===== src/common/dcs_regs.vh =====
/*
 * Constants of the DMA counting and command sequencer: command codes,
 * control byte decode fields, read register indexes and status bits.
 * Assumes the includer is plain Verilog-2005.
 */
`ifndef DCS_REGS_VH
`define DCS_REGS_VH
// Command group codes
`define DCS_CMD_RESET 8'hc3
`define DCS_CMD_RESET_A_TIMING 8'hc7
`define DCS_CMD_RESET_B_TIMING 8'hcb
`define DCS_CMD_LOAD 8'hcf
`define DCS_CMD_CONTINUE 8'hd3
`define DCS_CMD_DISABLE_INT 8'haf
`define DCS_CMD_ENABLE_INT 8'hab
`define DCS_CMD_RESET_DIS_INT 8'ha3
`define DCS_CMD_REARM 8'hb7
`define DCS_CMD_READ_STATUS 8'hbf
`define DCS_CMD_REINIT_STATUS 8'h8b
`define DCS_CMD_INIT_READ_SEQ 8'ha7
`define DCS_CMD_FORCE_READY 8'hb3
`define DCS_CMD_ENABLE 8'h87
`define DCS_CMD_DISABLE 8'h83
`define DCS_CMD_READ_MASK 8'hbb
// Group select codes (written byte decode on a pseudo register select)
`define DCS_SEL_BASE 3'h0
`define DCS_SEL_PORT_A_CFG 3'h1
`define DCS_SEL_PORT_B_CFG 3'h2
`define DCS_SEL_MASK_MATCH 3'h3
`define DCS_SEL_PORT_B_ADDR 3'h4
`define DCS_SEL_READY_POL 3'h5
`define DCS_SEL_COMMAND 3'h6
// Field positions
`define DCS_BASE_DIR_BIT 2
`define DCS_CFG_FIXED_BIT 5
`define DCS_CFG_INC_BIT 4
`define DCS_MM_ENABLE_BIT 6
`define DCS_MM_EVT_BIT 7
// Status bits
`define DCS_ST_REQ_BIT 0
`define DCS_ST_RDY_BIT 1
`define DCS_ST_IP_BIT 3
`define DCS_ST_NOMATCH_BIT 4
`define DCS_ST_NOEOB_BIT 5
// Read register indexes
`define DCS_RR_STATUS 3'h0
`define DCS_RR_COUNT_LO 3'h1
`define DCS_RR_COUNT_HI 3'h2
`define DCS_RR_A_LO 3'h3
`define DCS_RR_A_HI 3'h4
`define DCS_RR_B_LO 3'h5
`define DCS_RR_B_HI 3'h6
`define DCS_FIFO_DEPTH 8
`endif


===== src/logic/dcs_top.v =====
/*
 * DMA counting and command sequencer with its data FIFO.
 * Assumes the host writes control bytes and reads back only while it owns
 * the bus; data bytes from the read cycle arrive on a valid/ready stream.
 */
// Notes on behaviour
// - Byte counter is sixteen bits, cleared only by load, continue, reset and auto restart at end of block.
// - Counter increments at each read end, compared with block length.
// - Every byte whose read began is written, even after stopping.
// - End-of-block stop moves one byte past the block length.
// - Pulse byte compared with counter low byte after every byte.
// - Port A address counter loaded by load, then inc, dec or fixed.
// - Port B address counter behaves the same with its own settings.
// - Any control byte disables requests, except enable and listed ones.
// - Load puts a fixed address only into the current source port.
// - Start addresses may change anytime; used after load or auto restart.
// - Ready interrupt sets a latch; rearm command clears it.
// - Ready interrupt before bus request; others held until bus release.
// - Disable, enable and reset-and-disable interrupt commands accepted.
// - Reinitialise status sets match and end-of-block status bits to one.
// - End-of-block status bit reads zero once end-of-block is reached.
// - Force ready cleared by reset, load, int reset, stops, bus release.
`include "dcs_regs.vh"
`default_nettype none

// ==================================================================
// Data FIFO
module dcs_fifo #(
    parameter WIDTH = 8,
    parameter DEPTH = 8
) (
    // Clock and reset
    input wire i_mclk,
    input wire i_reset_n,
    // Fill side
    input wire i_valid,
    output wire o_ready,
    input wire [WIDTH-1:0] i_data,
    // Drain side
    output wire o_valid,
    input wire i_ready,
    output wire [WIDTH-1:0] o_data
);
    localparam AW = $clog2(DEPTH);
    reg [WIDTH-1:0] mem [0:DEPTH-1];
    reg [AW:0] wp_q;
    reg [AW:0] rp_q;
    wire full;
    wire empty;
    assign empty = (wp_q == rp_q);
    assign full = (wp_q[AW-1:0] == rp_q[AW-1:0]) && (wp_q[AW] != rp_q[AW]);
    assign o_ready = !full;
    assign o_valid = !empty;
    assign o_data = mem[rp_q[AW-1:0]];
    always @(posedge i_mclk)
    begin
        if (i_valid && !full)
            mem[wp_q[AW-1:0]] <= i_data;
    end
    always @(posedge i_mclk or negedge i_reset_n)
    begin
        if (!i_reset_n)
        begin
            wp_q <= {(AW+1){1'b0}};
            rp_q <= {(AW+1){1'b0}};
        end
        else
        begin
            if (i_valid && !full)
                wp_q <= wp_q + 1'b1;
            if (i_ready && !empty)
                rp_q <= rp_q + 1'b1;
        end
    end
endmodule // dcs_fifo

// ==================================================================
// Sequencer core
module dcs_top (
    // Clock and reset
    input wire i_mclk,
    input wire i_reset_n,
    // Control byte port
    input wire i_wr_stb,
    input wire [2:0] i_wr_group,
    input wire [7:0] i_wr_data,
    input wire i_rd_stb,
    output reg [7:0] o_rd_data,
    // Bus ownership
    output wire o_bus_req,
    input wire i_bus_ack,
    // Start addresses and block length, already assembled
    input wire [15:0] i_port_a_start,
    input wire [15:0] i_port_b_start,
    input wire [15:0] i_block_len,
    input wire [7:0] i_pulse_byte,
    input wire i_pulse_en,
    input wire i_auto_restart,
    // Ready pin and events
    input wire i_ready_pin,
    input wire i_ready_int_en,
    input wire i_match_hit,
    input wire i_stop_on_match,
    // Read-cycle data stream
    input wire i_rd_valid,
    output wire o_rd_ready,
    input wire [7:0] i_rd_byte,
    // Write-cycle data stream
    output wire o_wr_valid,
    input wire i_wr_ready,
    output wire [7:0] o_wr_byte,
    // Addresses and events out
    output reg [15:0] o_port_a_addr,
    output reg [15:0] o_port_b_addr,
    output reg o_pulse,
    output wire o_int_n
);
    // Next address by config: fixed, increment or decrement, wraps
    function [15:0] step_addr;
        input [15:0] a;
        input [7:0] cfg;
        begin
            if (cfg[`DCS_CFG_FIXED_BIT])
                step_addr = a;
            else if (cfg[`DCS_CFG_INC_BIT])
                step_addr = a + 16'h0001;
            else
                step_addr = a - 16'h0001;
        end
    endfunction

    reg [7:0] base_q;
    reg [7:0] cfg_a_q;
    reg [7:0] cfg_b_q;
    reg [15:0] count_q;
    reg [15:0] count_d;
    reg en_q;
    reg force_q;
    reg req_seen_q;
    reg ready_latch_q;
    reg int_en_q;
    reg ip_q;
    reg nomatch_q;
    reg noeob_q;
    reg stop_q;
    reg [2:0] rsel_q;
    reg rdy_s1_q;
    reg rdy_s2_q;
    reg rdy_prev_q;
    wire is_cmd;
    wire c_reset;
    wire c_load;
    wire c_cont;
    wire c_load_or_reset;
    wire a_is_src;
    wire rd_take;
    wire rdy_int;
    wire fifo_in_ready;
    wire ready_ok;
    wire eob;
    wire match_stop;
    wire rdy_rise;

    assign is_cmd = i_wr_stb && (i_wr_group == `DCS_SEL_COMMAND);
    assign c_reset = is_cmd && (i_wr_data == `DCS_CMD_RESET);
    assign c_load = is_cmd && (i_wr_data == `DCS_CMD_LOAD);
    assign c_cont = is_cmd && (i_wr_data == `DCS_CMD_CONTINUE);
    assign c_load_or_reset = c_reset || c_load || c_cont;
    assign a_is_src = base_q[`DCS_BASE_DIR_BIT];
    assign ready_ok = rdy_s2_q || force_q;
    // Request only when enabled, ready, not stopped and not held by ready int
    assign o_bus_req = en_q && ready_ok && !stop_q && !ready_latch_q && !rdy_int;
    // A read may start only while requesting; the write side drains freely
    assign rd_take = i_rd_valid && o_rd_ready;
    assign o_rd_ready = o_bus_req && i_bus_ack && fifo_in_ready;
    assign eob = rd_take && (count_q == i_block_len);
    assign match_stop = rd_take && i_match_hit && i_stop_on_match;
    assign rdy_rise = rdy_s2_q && !rdy_prev_q;
    assign o_int_n = !(ip_q && !i_bus_ack);
    assign rdy_int = rdy_rise && i_ready_int_en && int_en_q && en_q && !i_bus_ack;

    dcs_fifo #(
        .WIDTH(8),
        .DEPTH(`DCS_FIFO_DEPTH)
    ) dcs_fifo_inst (
        .i_mclk(i_mclk),
        .i_reset_n(i_reset_n),
        .i_valid(rd_take),
        .o_ready(fifo_in_ready),
        .i_data(i_rd_byte),
        .o_valid(o_wr_valid),
        .i_ready(i_wr_ready),
        .o_data(o_wr_byte)
    );

    always @*
    begin
        count_d = count_q;
        if (c_load_or_reset)
            count_d = 16'h0000;
        else if (eob && i_auto_restart)
            count_d = 16'h0000;
        else if (rd_take)
            count_d = count_q + 16'h0001;
    end

    // ==================================================================
    // Ready pin synchroniser
    always @(posedge i_mclk or negedge i_reset_n)
    begin
        if (!i_reset_n)
        begin
            rdy_s1_q <= 1'b0;
            rdy_s2_q <= 1'b0;
            rdy_prev_q <= 1'b0;
        end
        else
        begin
            rdy_s1_q <= i_ready_pin;
            rdy_s2_q <= rdy_s1_q;
            rdy_prev_q <= rdy_s2_q;
        end
    end

    // ==================================================================
    // Control, counters and status
    always @(posedge i_mclk or negedge i_reset_n)
    begin
        if (!i_reset_n)
        begin
            base_q <= 8'h00;
            cfg_a_q <= 8'h00;
            cfg_b_q <= 8'h00;
            count_q <= 16'h0000;
            o_port_a_addr <= 16'h0000;
            o_port_b_addr <= 16'h0000;
            en_q <= 1'b0;
            force_q <= 1'b0;
            req_seen_q <= 1'b0;
            ready_latch_q <= 1'b0;
            int_en_q <= 1'b0;
            ip_q <= 1'b0;
            nomatch_q <= 1'b1;
            noeob_q <= 1'b1;
            stop_q <= 1'b0;
            rsel_q <= `DCS_RR_STATUS;
            o_pulse <= 1'b0;
        end
        else
        begin
            count_q <= count_d;
            o_pulse <= 1'b0;
            if (o_bus_req)
                req_seen_q <= 1'b1;
            // Counting on each byte read
            if (rd_take)
            begin
                o_port_a_addr <= step_addr(o_port_a_addr, cfg_a_q);
                o_port_b_addr <= step_addr(o_port_b_addr, cfg_b_q);
                if (i_pulse_en && (count_d[7:0] == i_pulse_byte))
                    o_pulse <= 1'b1;
            end
            if (eob)
            begin
                noeob_q <= 1'b0;
                if (i_auto_restart)
                begin
                    o_port_a_addr <= i_port_a_start;
                    o_port_b_addr <= i_port_b_start;
                end
                else
                begin
                    stop_q <= 1'b1;
                    force_q <= 1'b0;
                end
                if (int_en_q)
                    ip_q <= 1'b1;
            end
            if (match_stop)
            begin
                nomatch_q <= 1'b0;
                stop_q <= 1'b1;
                force_q <= 1'b0;
                if (int_en_q)
                    ip_q <= 1'b1;
            end
            if (!i_bus_ack && o_bus_req == 1'b0 && req_seen_q && stop_q)
                force_q <= 1'b0;
            if (i_bus_ack && !o_bus_req)
                force_q <= 1'b0;
            // Control byte writes
            if (i_wr_stb)
            begin
                if (!(is_cmd && (i_wr_data == `DCS_CMD_ENABLE))
                    && !(is_cmd && (i_wr_data == `DCS_CMD_REINIT_STATUS))
                    && !(i_wr_group == `DCS_SEL_MASK_MATCH
                         && i_wr_data[`DCS_MM_ENABLE_BIT]))
                    en_q <= 1'b0;
                case (i_wr_group)
                    `DCS_SEL_BASE: base_q <= i_wr_data;
                    `DCS_SEL_PORT_A_CFG: cfg_a_q <= i_wr_data;
                    `DCS_SEL_PORT_B_CFG: cfg_b_q <= i_wr_data;
                    `DCS_SEL_MASK_MATCH:
                        if (i_wr_data[`DCS_MM_ENABLE_BIT])
                            en_q <= 1'b1;
                    default: ;
                endcase
            end
            if (is_cmd)
            begin
                case (i_wr_data)
                    `DCS_CMD_RESET:
                    begin
                        force_q <= 1'b0;
                        stop_q <= 1'b0;
                        nomatch_q <= 1'b1;
                        noeob_q <= 1'b1;
                        ip_q <= 1'b0;
                        int_en_q <= 1'b0;
                        ready_latch_q <= 1'b0;
                    end
                    `DCS_CMD_LOAD:
                    begin
                        force_q <= 1'b0;
                        stop_q <= 1'b0;
                        noeob_q <= 1'b1;
                        req_seen_q <= 1'b0;
                        // Fixed port loads only as source
                        if (a_is_src || !cfg_a_q[`DCS_CFG_FIXED_BIT])
                            o_port_a_addr <= i_port_a_start;
                        if (!a_is_src || !cfg_b_q[`DCS_CFG_FIXED_BIT])
                            o_port_b_addr <= i_port_b_start;
                    end
                    `DCS_CMD_CONTINUE:
                    begin
                        stop_q <= 1'b0;
                        noeob_q <= 1'b1;
                    end
                    `DCS_CMD_REINIT_STATUS:
                    begin
                        nomatch_q <= 1'b1;
                        noeob_q <= 1'b1;
                        stop_q <= 1'b0;
                    end
                    `DCS_CMD_FORCE_READY: force_q <= 1'b1;
                    `DCS_CMD_ENABLE: en_q <= 1'b1;
                    `DCS_CMD_REARM: ready_latch_q <= 1'b0;
                    `DCS_CMD_DISABLE_INT: int_en_q <= 1'b0;
                    `DCS_CMD_ENABLE_INT: int_en_q <= 1'b1;
                    `DCS_CMD_RESET_DIS_INT:
                    begin
                        ip_q <= 1'b0;
                        int_en_q <= 1'b0;
                        force_q <= 1'b0;
                    end
                    `DCS_CMD_READ_STATUS: rsel_q <= `DCS_RR_STATUS;
                    `DCS_CMD_INIT_READ_SEQ: rsel_q <= `DCS_RR_STATUS;
                    default: ;
                endcase
            end
            // Ready interrupt raised before requesting; wins over a same-cycle command
            if (rdy_int)
            begin
                ready_latch_q <= 1'b1;
                ip_q <= 1'b1;
            end
            // Read pointer steps through the sequence
            if (i_rd_stb)
                rsel_q <= (rsel_q == `DCS_RR_B_HI) ? `DCS_RR_STATUS : rsel_q + 3'h1;
        end
    end

    // ==================================================================
    // Read data
    always @(posedge i_mclk or negedge i_reset_n)
    begin
        if (!i_reset_n)
            o_rd_data <= 8'h00;
        else
        begin
            case (rsel_q)
                `DCS_RR_STATUS: o_rd_data <= {2'b00, noeob_q, nomatch_q, !ip_q, 1'b0,
                                              rdy_s2_q, req_seen_q};
                `DCS_RR_COUNT_LO: o_rd_data <= count_q[7:0];
                `DCS_RR_COUNT_HI: o_rd_data <= count_q[15:8];
                `DCS_RR_A_LO: o_rd_data <= o_port_a_addr[7:0];
                `DCS_RR_A_HI: o_rd_data <= o_port_a_addr[15:8];
                `DCS_RR_B_LO: o_rd_data <= o_port_b_addr[7:0];
                `DCS_RR_B_HI: o_rd_data <= o_port_b_addr[15:8];
                default: o_rd_data <= 8'h00;
            endcase
        end
    end
endmodule // dcs_top
`default_nettype wire

===== config.mk =====
export PLATFORM = sky130hd
export DESIGN_NAME = dcs_top
export DESIGN_NICKNAME = d
export VERILOG_FILES = /design/src/logic/dcs_top.v
export VERILOG_INCLUDE_DIRS = /design/src /design/src/common
export SDC_FILE = /design/constraint.sdc
export NUM_CORES = 1
export LEC_CHECK = 0
export ABC_AREA = 0
export BUFFER_PORTS_ARGS = -buffer_cell sky130_fd_sc_hd__buf_2
export CELL_PAD_IN_SITES_DETAIL_PLACEMENT = 1
export CELL_PAD_IN_SITES_GLOBAL_PLACEMENT = 2
export CORE_UTILIZATION = 30
export CTS_BUF_LIST = sky130_fd_sc_hd__clkbuf_4 sky130_fd_sc_hd__clkbuf_8
export DETAILED_ROUTE_END_ITERATION = 10
export PLACE_DENSITY = 0.78
export SYNTH_ARGS = -nofsm -noshare
export SYNTH_HDL_FRONTEND = slang
export SYNTH_SLANG_ARGS = --single-unit

===== constraint.sdc =====
create_clock -name i_mclk -period 5 [get_ports i_mclk]
set_input_delay 1 -clock i_mclk [delete_from_list [all_inputs] [get_ports i_mclk]]
set_output_delay 1 -clock i_mclk [all_outputs]
set_load 0.03 [all_outputs]

# [Word level (Yosys, flattened, before mapping)]
# Memories as Yosys holds them, arrays and structs flattened.
# Cells that the tools add are included.
[totals] regBits=95 ramBits=64 input_bits=88 out_inout_bits=53 wordCells=203 memories=1
[memory_table] memory="dcs_fifo_inst.mem" depth=8 word_bits=8 rd=1 rd_clocked_by_memory_dff=0 write_ports=1 line="dcs_top.v:45" source="reg [WIDTH-1:0] mem [0:DEPTH-1];"
[op_classes] addsub=8 n_eq_ne=27 mux=66 bitwise=1 reduce_logical=76
[op_table] operator="$mux 16" n=19
[op_table] operator="$eq 8x8->1 const B" n=12
[op_table] operator="$pmux 8 s7" n=1
[op_table] operator="$add 16x1->16 const B" n=3
[op_table] operator="$mux 1" n=40
[op_table] operator="$logic_and 1x1->1" n=34
[op_table] operator="$sub 16x1->16 const B" n=2
[op_table] operator="$eq 16x16->1" n=1
[op_table] operator="$logic_not 1->1" n=16
[op_table] operator="$eq 3x2->1 const B" n=4
[op_table] operator="$eq 3x3->1 const B" n=4
[op_table] operator="$mux 3" n=4
[op_table] operator="$reduce_and 2->1" n=6
[op_table] operator="$reduce_bool 2->1" n=5
[op_table] operator="$add 4x1->4 const B" n=2
[op_table] operator="$eq 8x8->1" n=1
[op_table] operator="$reduce_or 2->1" n=4
[op_table] operator="$eq 3x1->1 const B" n=2
[op_table] operator="$logic_not 3->1" n=2
[op_table] operator="$reduce_or 3->1" n=2
[op_table] operator="$logic_or 1x1->1" n=5
[op_table] operator="$eq 4x4->1" n=1
[op_table] operator="$pmux 1 s2" n=2
[op_table] operator="$reduce_or 4->1" n=1
[op_table] operator="other kinds (5)" n=5

# [Longest topological paths before layout]
[logic_depth] depth_word=19 depth_mapped=10 mapped_depth_nobuf=10

# [Hierarchy]
# A second synthesis with hierarchy kept.
[unflattened] cells_unflattened=830 hier_area_um2=8874.8
[modules_own_cells] mod="dcs_top" n_inst=1 cells_each=680 area_per_inst_um2=5748.0 seq_area_each_um2=1929.4
[modules_own_cells] mod="dcs_fifo" n_inst=1 cells_each=150 area_per_inst_um2=3126.7 seq_area_each_um2=2122.0

# [Worst setup path before layout]
# Ideal clock, no wire load.
[synth_timing] kind="register -> output" startpoint="register dcs_fifo_inst.rp_q[0]" endpoint="output o_wr_byte[0]" arrival_time_ns=1.911 required_time_ns=4.000 setup_slack_ns=2.089 path_stages_with_launch=5 path_buffers=2 cell_sequence="dfrtp_1 buf_6 buf_1 mux4_2 mux2_2"
[synth_via] elab_chain_len=1
[synth_lines] element="from (decl)" line="dcs_top.v:47" source="reg [AW:0] rp_q;"
[synth_lines] element="from (signal assigned)" line="dcs_top.v:65" source="rp_q <= {(AW+1){1'b0}};"
[synth_lines] element="from (signal assigned)" line="dcs_top.v:72" source="rp_q <= rp_q + 1'b1;"
[synth_lines] element="$mem_v2 8x8"
[synth_lines] element="to (decl)" line="dcs_top.v:111" source="output wire [7:0] o_wr_byte,"
# Every way passes these cells.

# [Final worst setup path]
[layout_timing] startpoint="register dcs_fifo_inst.rp_q[2]" endpoint="register o_port_b_addr[14]"
[layout_via] elab_chain_len=11 word_cells_on_any_way=12 classes_between="1 x eq/ne; 6 x mux; 5 x reduce/logical"
[layout_lines] element="$eq 3x3->1 *" line="dcs_top.v:51" source="assign full = (wp_q[AW-1:0] == rp_q[AW-1:0]) && (wp_q[AW] != rp_q[AW]);"
[layout_lines] element="$logic_and 1x1->1 *" line="dcs_top.v:51"
[layout_lines] element="$logic_not 1->1 *" line="dcs_top.v:52" source="assign o_ready = !full;"
[layout_lines] element="$logic_and 1x1->1 *" line="dcs_top.v:175" source="assign o_rd_ready = o_bus_req && i_bus_ack && fifo_in_ready;"
[layout_lines] element="$logic_and 1x1->1 *" line="dcs_top.v:174" source="assign rd_take = i_rd_valid && o_rd_ready;"
[layout_lines] element="$mux 16" line="dcs_top.v:256" source="if (rd_take)"
[layout_lines] element="$mux 16" line="dcs_top.v:266" source="if (i_auto_restart)"
[layout_lines] element="$mux 16 *" line="dcs_top.v:263" source="if (eob)"
[layout_lines] element="$mux 16" line="dcs_top.v:331" source="if (!a_is_src || !cfg_b_q[`DCS_CFG_FIXED_BIT])"
[layout_lines] element="$mux 16" line="dcs_top.v:311" source="case (i_wr_data)"
[layout_lines] element="$mux 16 *" line="dcs_top.v:309" source="if (is_cmd)"
[layout_lines] element="to (signal assigned)" line="dcs_top.v:259" source="o_port_b_addr <= step_addr(o_port_b_addr, cfg_b_q);"
[layout_lines] element="to (signal assigned)" line="dcs_top.v:269" source="o_port_b_addr <= i_port_b_start;"
[layout_lines] element="to (signal assigned)" line="dcs_top.v:332" source="o_port_b_addr <= i_port_b_start;"
[layout_lines] element="to (decl)" line="dcs_top.v:114" source="output reg [15:0] o_port_b_addr,"
# Mark *: on every way between the ends. The rest lies on a longest branch, timed or not.
# A chain may end at the register's enable or synchronous reset.

==> flow_metrics.py <==
metrics = {
    "run_status": {
        "outcome": "complete, no violations",
    },
    "grt": {
        "grt_use_total_pct": 18.84,
        "grt_max_degree": 60,
        "grt.overflow.total": 0,
        "antenna_found_initial": 1,
        "grt_pass1_wl_um": 41390,
        "grt_pass1_vias": 7300,
    },
    "drt": {
        "finalWirelength_um": 26420,
        "top_layer": "met4",
        "drtPass1Iterations": 5,
        "vias": 6870,
        "drc_errors": 0,
        "wl_met3_um": 993,
        "viasPerCell": 5.185,
        "met2_length_um": 13350,
        "drtIter0Drc": 398,
        "drtAntennaViolNets": 0,
        "wl_per_cell_um": 19.94,
        "drt-met1-wl_um": 11700,
    },
    "setup_path": {
        "crit_start": "dcs_fifo_inst.rp_q[2]",
        "critPathMaxStageDelay_ps": 710,
        "cp_max_fo": 25,
        "arrival_ps": 3890,
        "crit_chain": "xor2_1 -> or4_1 -> nand3_1 -> nor3_1 -> a21o_1 -> nor3_1 -> mux2i_1 -> nand2_1",
        "path_buf_inv": 0,
        "r2r-end": "o_port_b_addr[14]",
        "cp-end-kind": "register",
        "cpLargestDelayFamily": "simple AND/OR/NAND/NOR gates",
        "cp_common_cell": "nor3_1",
        "path_class": "register to register",
        "critPathRequiredTime_ps": 5370,
        "ff2ff_path_depth": 8,
        "cp-start-kind": "register",
        "crit_cells": 8,
        "r2r_setup_slack_ps": 1480,
        "reg2reg_from": "dcs_fifo_inst.rp_q[2]",
        "slowest_stage": "dfrtp_1",
    },
    "placement": {
        "post-dp-hpwl_um": 20130,
        "gp_congestion": 0.7930,
        "dp.cells": 1292,
        "place_area_mm2": 0.009713,
        "port_buffers": 140,
    },
    "sta": {
        "finClkSkew_ps": 15.55,
        "hold_viol": 0,
        "finalCriticalPeriod_ps": 3522,
        "drv_slew": 0,
        "setup_viol_count_final": 0,
        "worst_pin_slew_ps": 1023,
        "clock.fmax_ghz": 0.2840,
        "tns_ps": 0,
        "slew_headroom_pct": 31.56,
        "finalCritPeriodShare_pct": 70.43,
        "rsz0062_at_grt": "no",
    },
    "logic_synthesis": {
        "syn_inst": 797,
        "ys_async_sr_fraction_pct": 57.05,
        "synth-edff-count": 64,
        "yosys_most_used_dff": "dfrtp_1",
        "synth_area_mm2": 0.008611,
        "yosysUniqueCellTypes": 80,
        "yosysWarnings": 0,
        "ys_seq_elements": 149,
        "mappedNetlistNets": 919,
        "ys_seq_area_share_pct": 47.05,
        "syn_area_per_cell_um2": 10.80,
    },
    "clock_tree": {
        "cts_buffer_depth": 2,
        "holdBufCountCts": 0,
        "h-tree-depth": 4,
        "cts_root_buf": "clkbuf_8",
        "worst_skew_pair.late_latency_ps": 480,
        "cts_tree": "yes",
        "clkTransAtPathRegs_ps": 100,
        "cts_buffers": 17,
        "clkSinkCount": 149,
        "postCtsSetupBuffers": 0,
        "postCtsResizedCells": 0,
    },
    "layout": {
        "fin_util_pct": 36.18,
        "finalNonFillerCells": 1325,
        "layout.nets": 1055,
        "final_cell_area_mm2": 0.01013,
        "n_fill_cell": 3229,
        "drive_gt1_share_pct": 24.84,
        "syn_to_final_growth_pct": 17.68,
    },
    "die": {
        "die_area_mm2": 0.02938,
        "placementRows": 61,
        "io-pin-count": 141,
        "coreArea_mm2": 0.02801,
        "die_x_um": 171.4,
        "initial_core_util_pct": 30.74,
        "die_h_um": 171.4,
    },
    "hold_path": {
        "holdPathStages": 0,
        "worstHoldStart": "rdy_s1_q",
        "holdPathEnd": "rdy_s2_q",
        "min_path_type": "register to register",
    },
    "job": {
        "drv_cap": 0,
    },
    "power": {
        "ir_worst_vdd_uv": 183.7,
        "finalPower_mw": 4.421,
        "p_leak_nw": 4.230,
        "p_per_area_mw_per_mm2": 436.3,
    },
}
[stage by stage]
stage          hold WS (ps)  setup WS (ps)
2_1_floorplan         331.2           2089
3_3_place_gp          340.0           1492
3_5_place_dp          347.1           1348
4_1_cts               368.1           1459
5_1_grt               382.9           1126
6_report              362.2           1478
[how the worst max path moves through the flow]
stage | end | slack (ps)
2_1_floorplan | o_wr_byte[0] | 2090
3_3_place_gp | o_pulse | 1490
3_5_place_dp | o_port_b_addr[14] | 1350
4_1_cts | o_port_b_addr[14] | 1460
5_1_grt | o_port_b_addr[14] | 1130
6_report | o_port_b_addr[14] | 1480
[cell type report]
| class | instances | area [um2] | area share (%) |
|---|---|---|---|
| diodes | 1 | 2.502 | 0.02469 |
| multi-input cells | 595 | 4335 | 42.78 |
| repair buffers | 150 | 778.2 | 7.680 |
| clock inverters | 15 | 183.9 | 1.815 |
| well taps | 378 | 473.0 | 4.667 |
| inverters | 20 | 75.07 | 0.7408 |
| flip-flops and latches | 149 | 4051 | 39.98 |
| clock buffers | 17 | 234.0 | 2.309 |
[report_power, final]
part	switching (mW)	internal [mW]	leakage, nW
clock network	0.582	0.383	0.201
logic	1.07	0.758	2.34
registers	0.233	1.40	1.69
[sequential cells by signal, indices dropped and copies added (netlist names), 2 cells and up]
name                flops
dcs_fifo_inst.mem      64
count_q                16
o_port_a_addr          16
o_port_b_addr          16
o_rd_data               8
dcs_fifo_inst.rp_q      4
dcs_fifo_inst.wp_q      4
rsel_q                  3
cfg_a_q                 2
cfg_b_q                 2
[per-layer routing]
| metal | up-vias | GRT usage, % |
|---|---|---|
| li1 | 3257 | - |
| met1 | 3430 | 23.63 |
| met2 | 159 | 33.04 |
| met3 | 24 | 2.922 |
| met4 | 0 | 5.862 |
| met5 | - | 0 |
[synth_stat cells (4+ instances only)]
cell | number | share of area [%]
a21oi_1 | 48 | 2.8
o21ai_0 | 39 | 2.3
edfxtp_1 | 64 | 22
nand3_1 | 23 | 1.3
and2_1 | 4 | 0.29
mux2i_1 | 11 | 1.3
inv_1 | 18 | 0.78
nor3_1 | 25 | 1.5
a211oi_1 | 5 | 0.44
a22oi_1 | 5 | 0.44
dfrtp_1 | 83 | 24
a31oi_1 | 13 | 0.94
nor2b_1 | 12 | 0.87
clkbuf_1 | 17 | 0.74
a221oi_1 | 5 | 0.51
a21o_1 | 6 | 0.52
nand2b_1 | 5 | 0.36
nand4_1 | 9 | 0.65
and3_1 | 4 | 0.29
mux4_1 | 6 | 1.8
or3_1 | 11 | 0.80
buf_1 | 4 | 0.17
buf_2 | 6 | 0.35
xor2_1 | 28 | 2.8
nor3b_1 | 7 | 0.61
xnor2_1 | 29 | 2.9
nor2_1 | 64 | 2.8
nor4_1 | 9 | 0.65
ha_1 | 32 | 4.6
nor4b_1 | 5 | 0.51
o21a_1 | 10 | 0.87
nand2_1 | 78 | 3.4
mux2_2 | 20 | 2.6
o41ai_1 | 4 | 0.41
mux4_2 | 12 | 3.1
[placed cells by master (no fill, tap or decap), types with 9 or more instances in the layout]
cell type / count
a21oi_1: 48
a31oi_1: 13
buf_2: 139
buf_4: 11
clkbuf_8: 17
dfrtp_1: 83
edfxtp_1: 64
ha_1: 32
inv_1: 18
mux2_2: 20
mux2i_1: 11
mux4_2: 12
nand2_1: 78
nand3_1: 23
nand4_1: 9
nor2_1: 64
nor2b_1: 12
nor3_1: 25
nor4_1: 9
o21a_1: 10
o21ai_0: 39
or3_1: 11
xnor2_1: 29
xor2_1: 28
[logic make-up after synthesis]
group	after synthesis	share of synthesized area (%)
compound gates	172	13.12
buf+inv	53	2.717
flops	149	47.05
mux	49	8.864
xor+xnor	60	6.495
fa+ha+maj	34	5.115
simple gates	280	16.64
(Power assumes the default switching activity.)
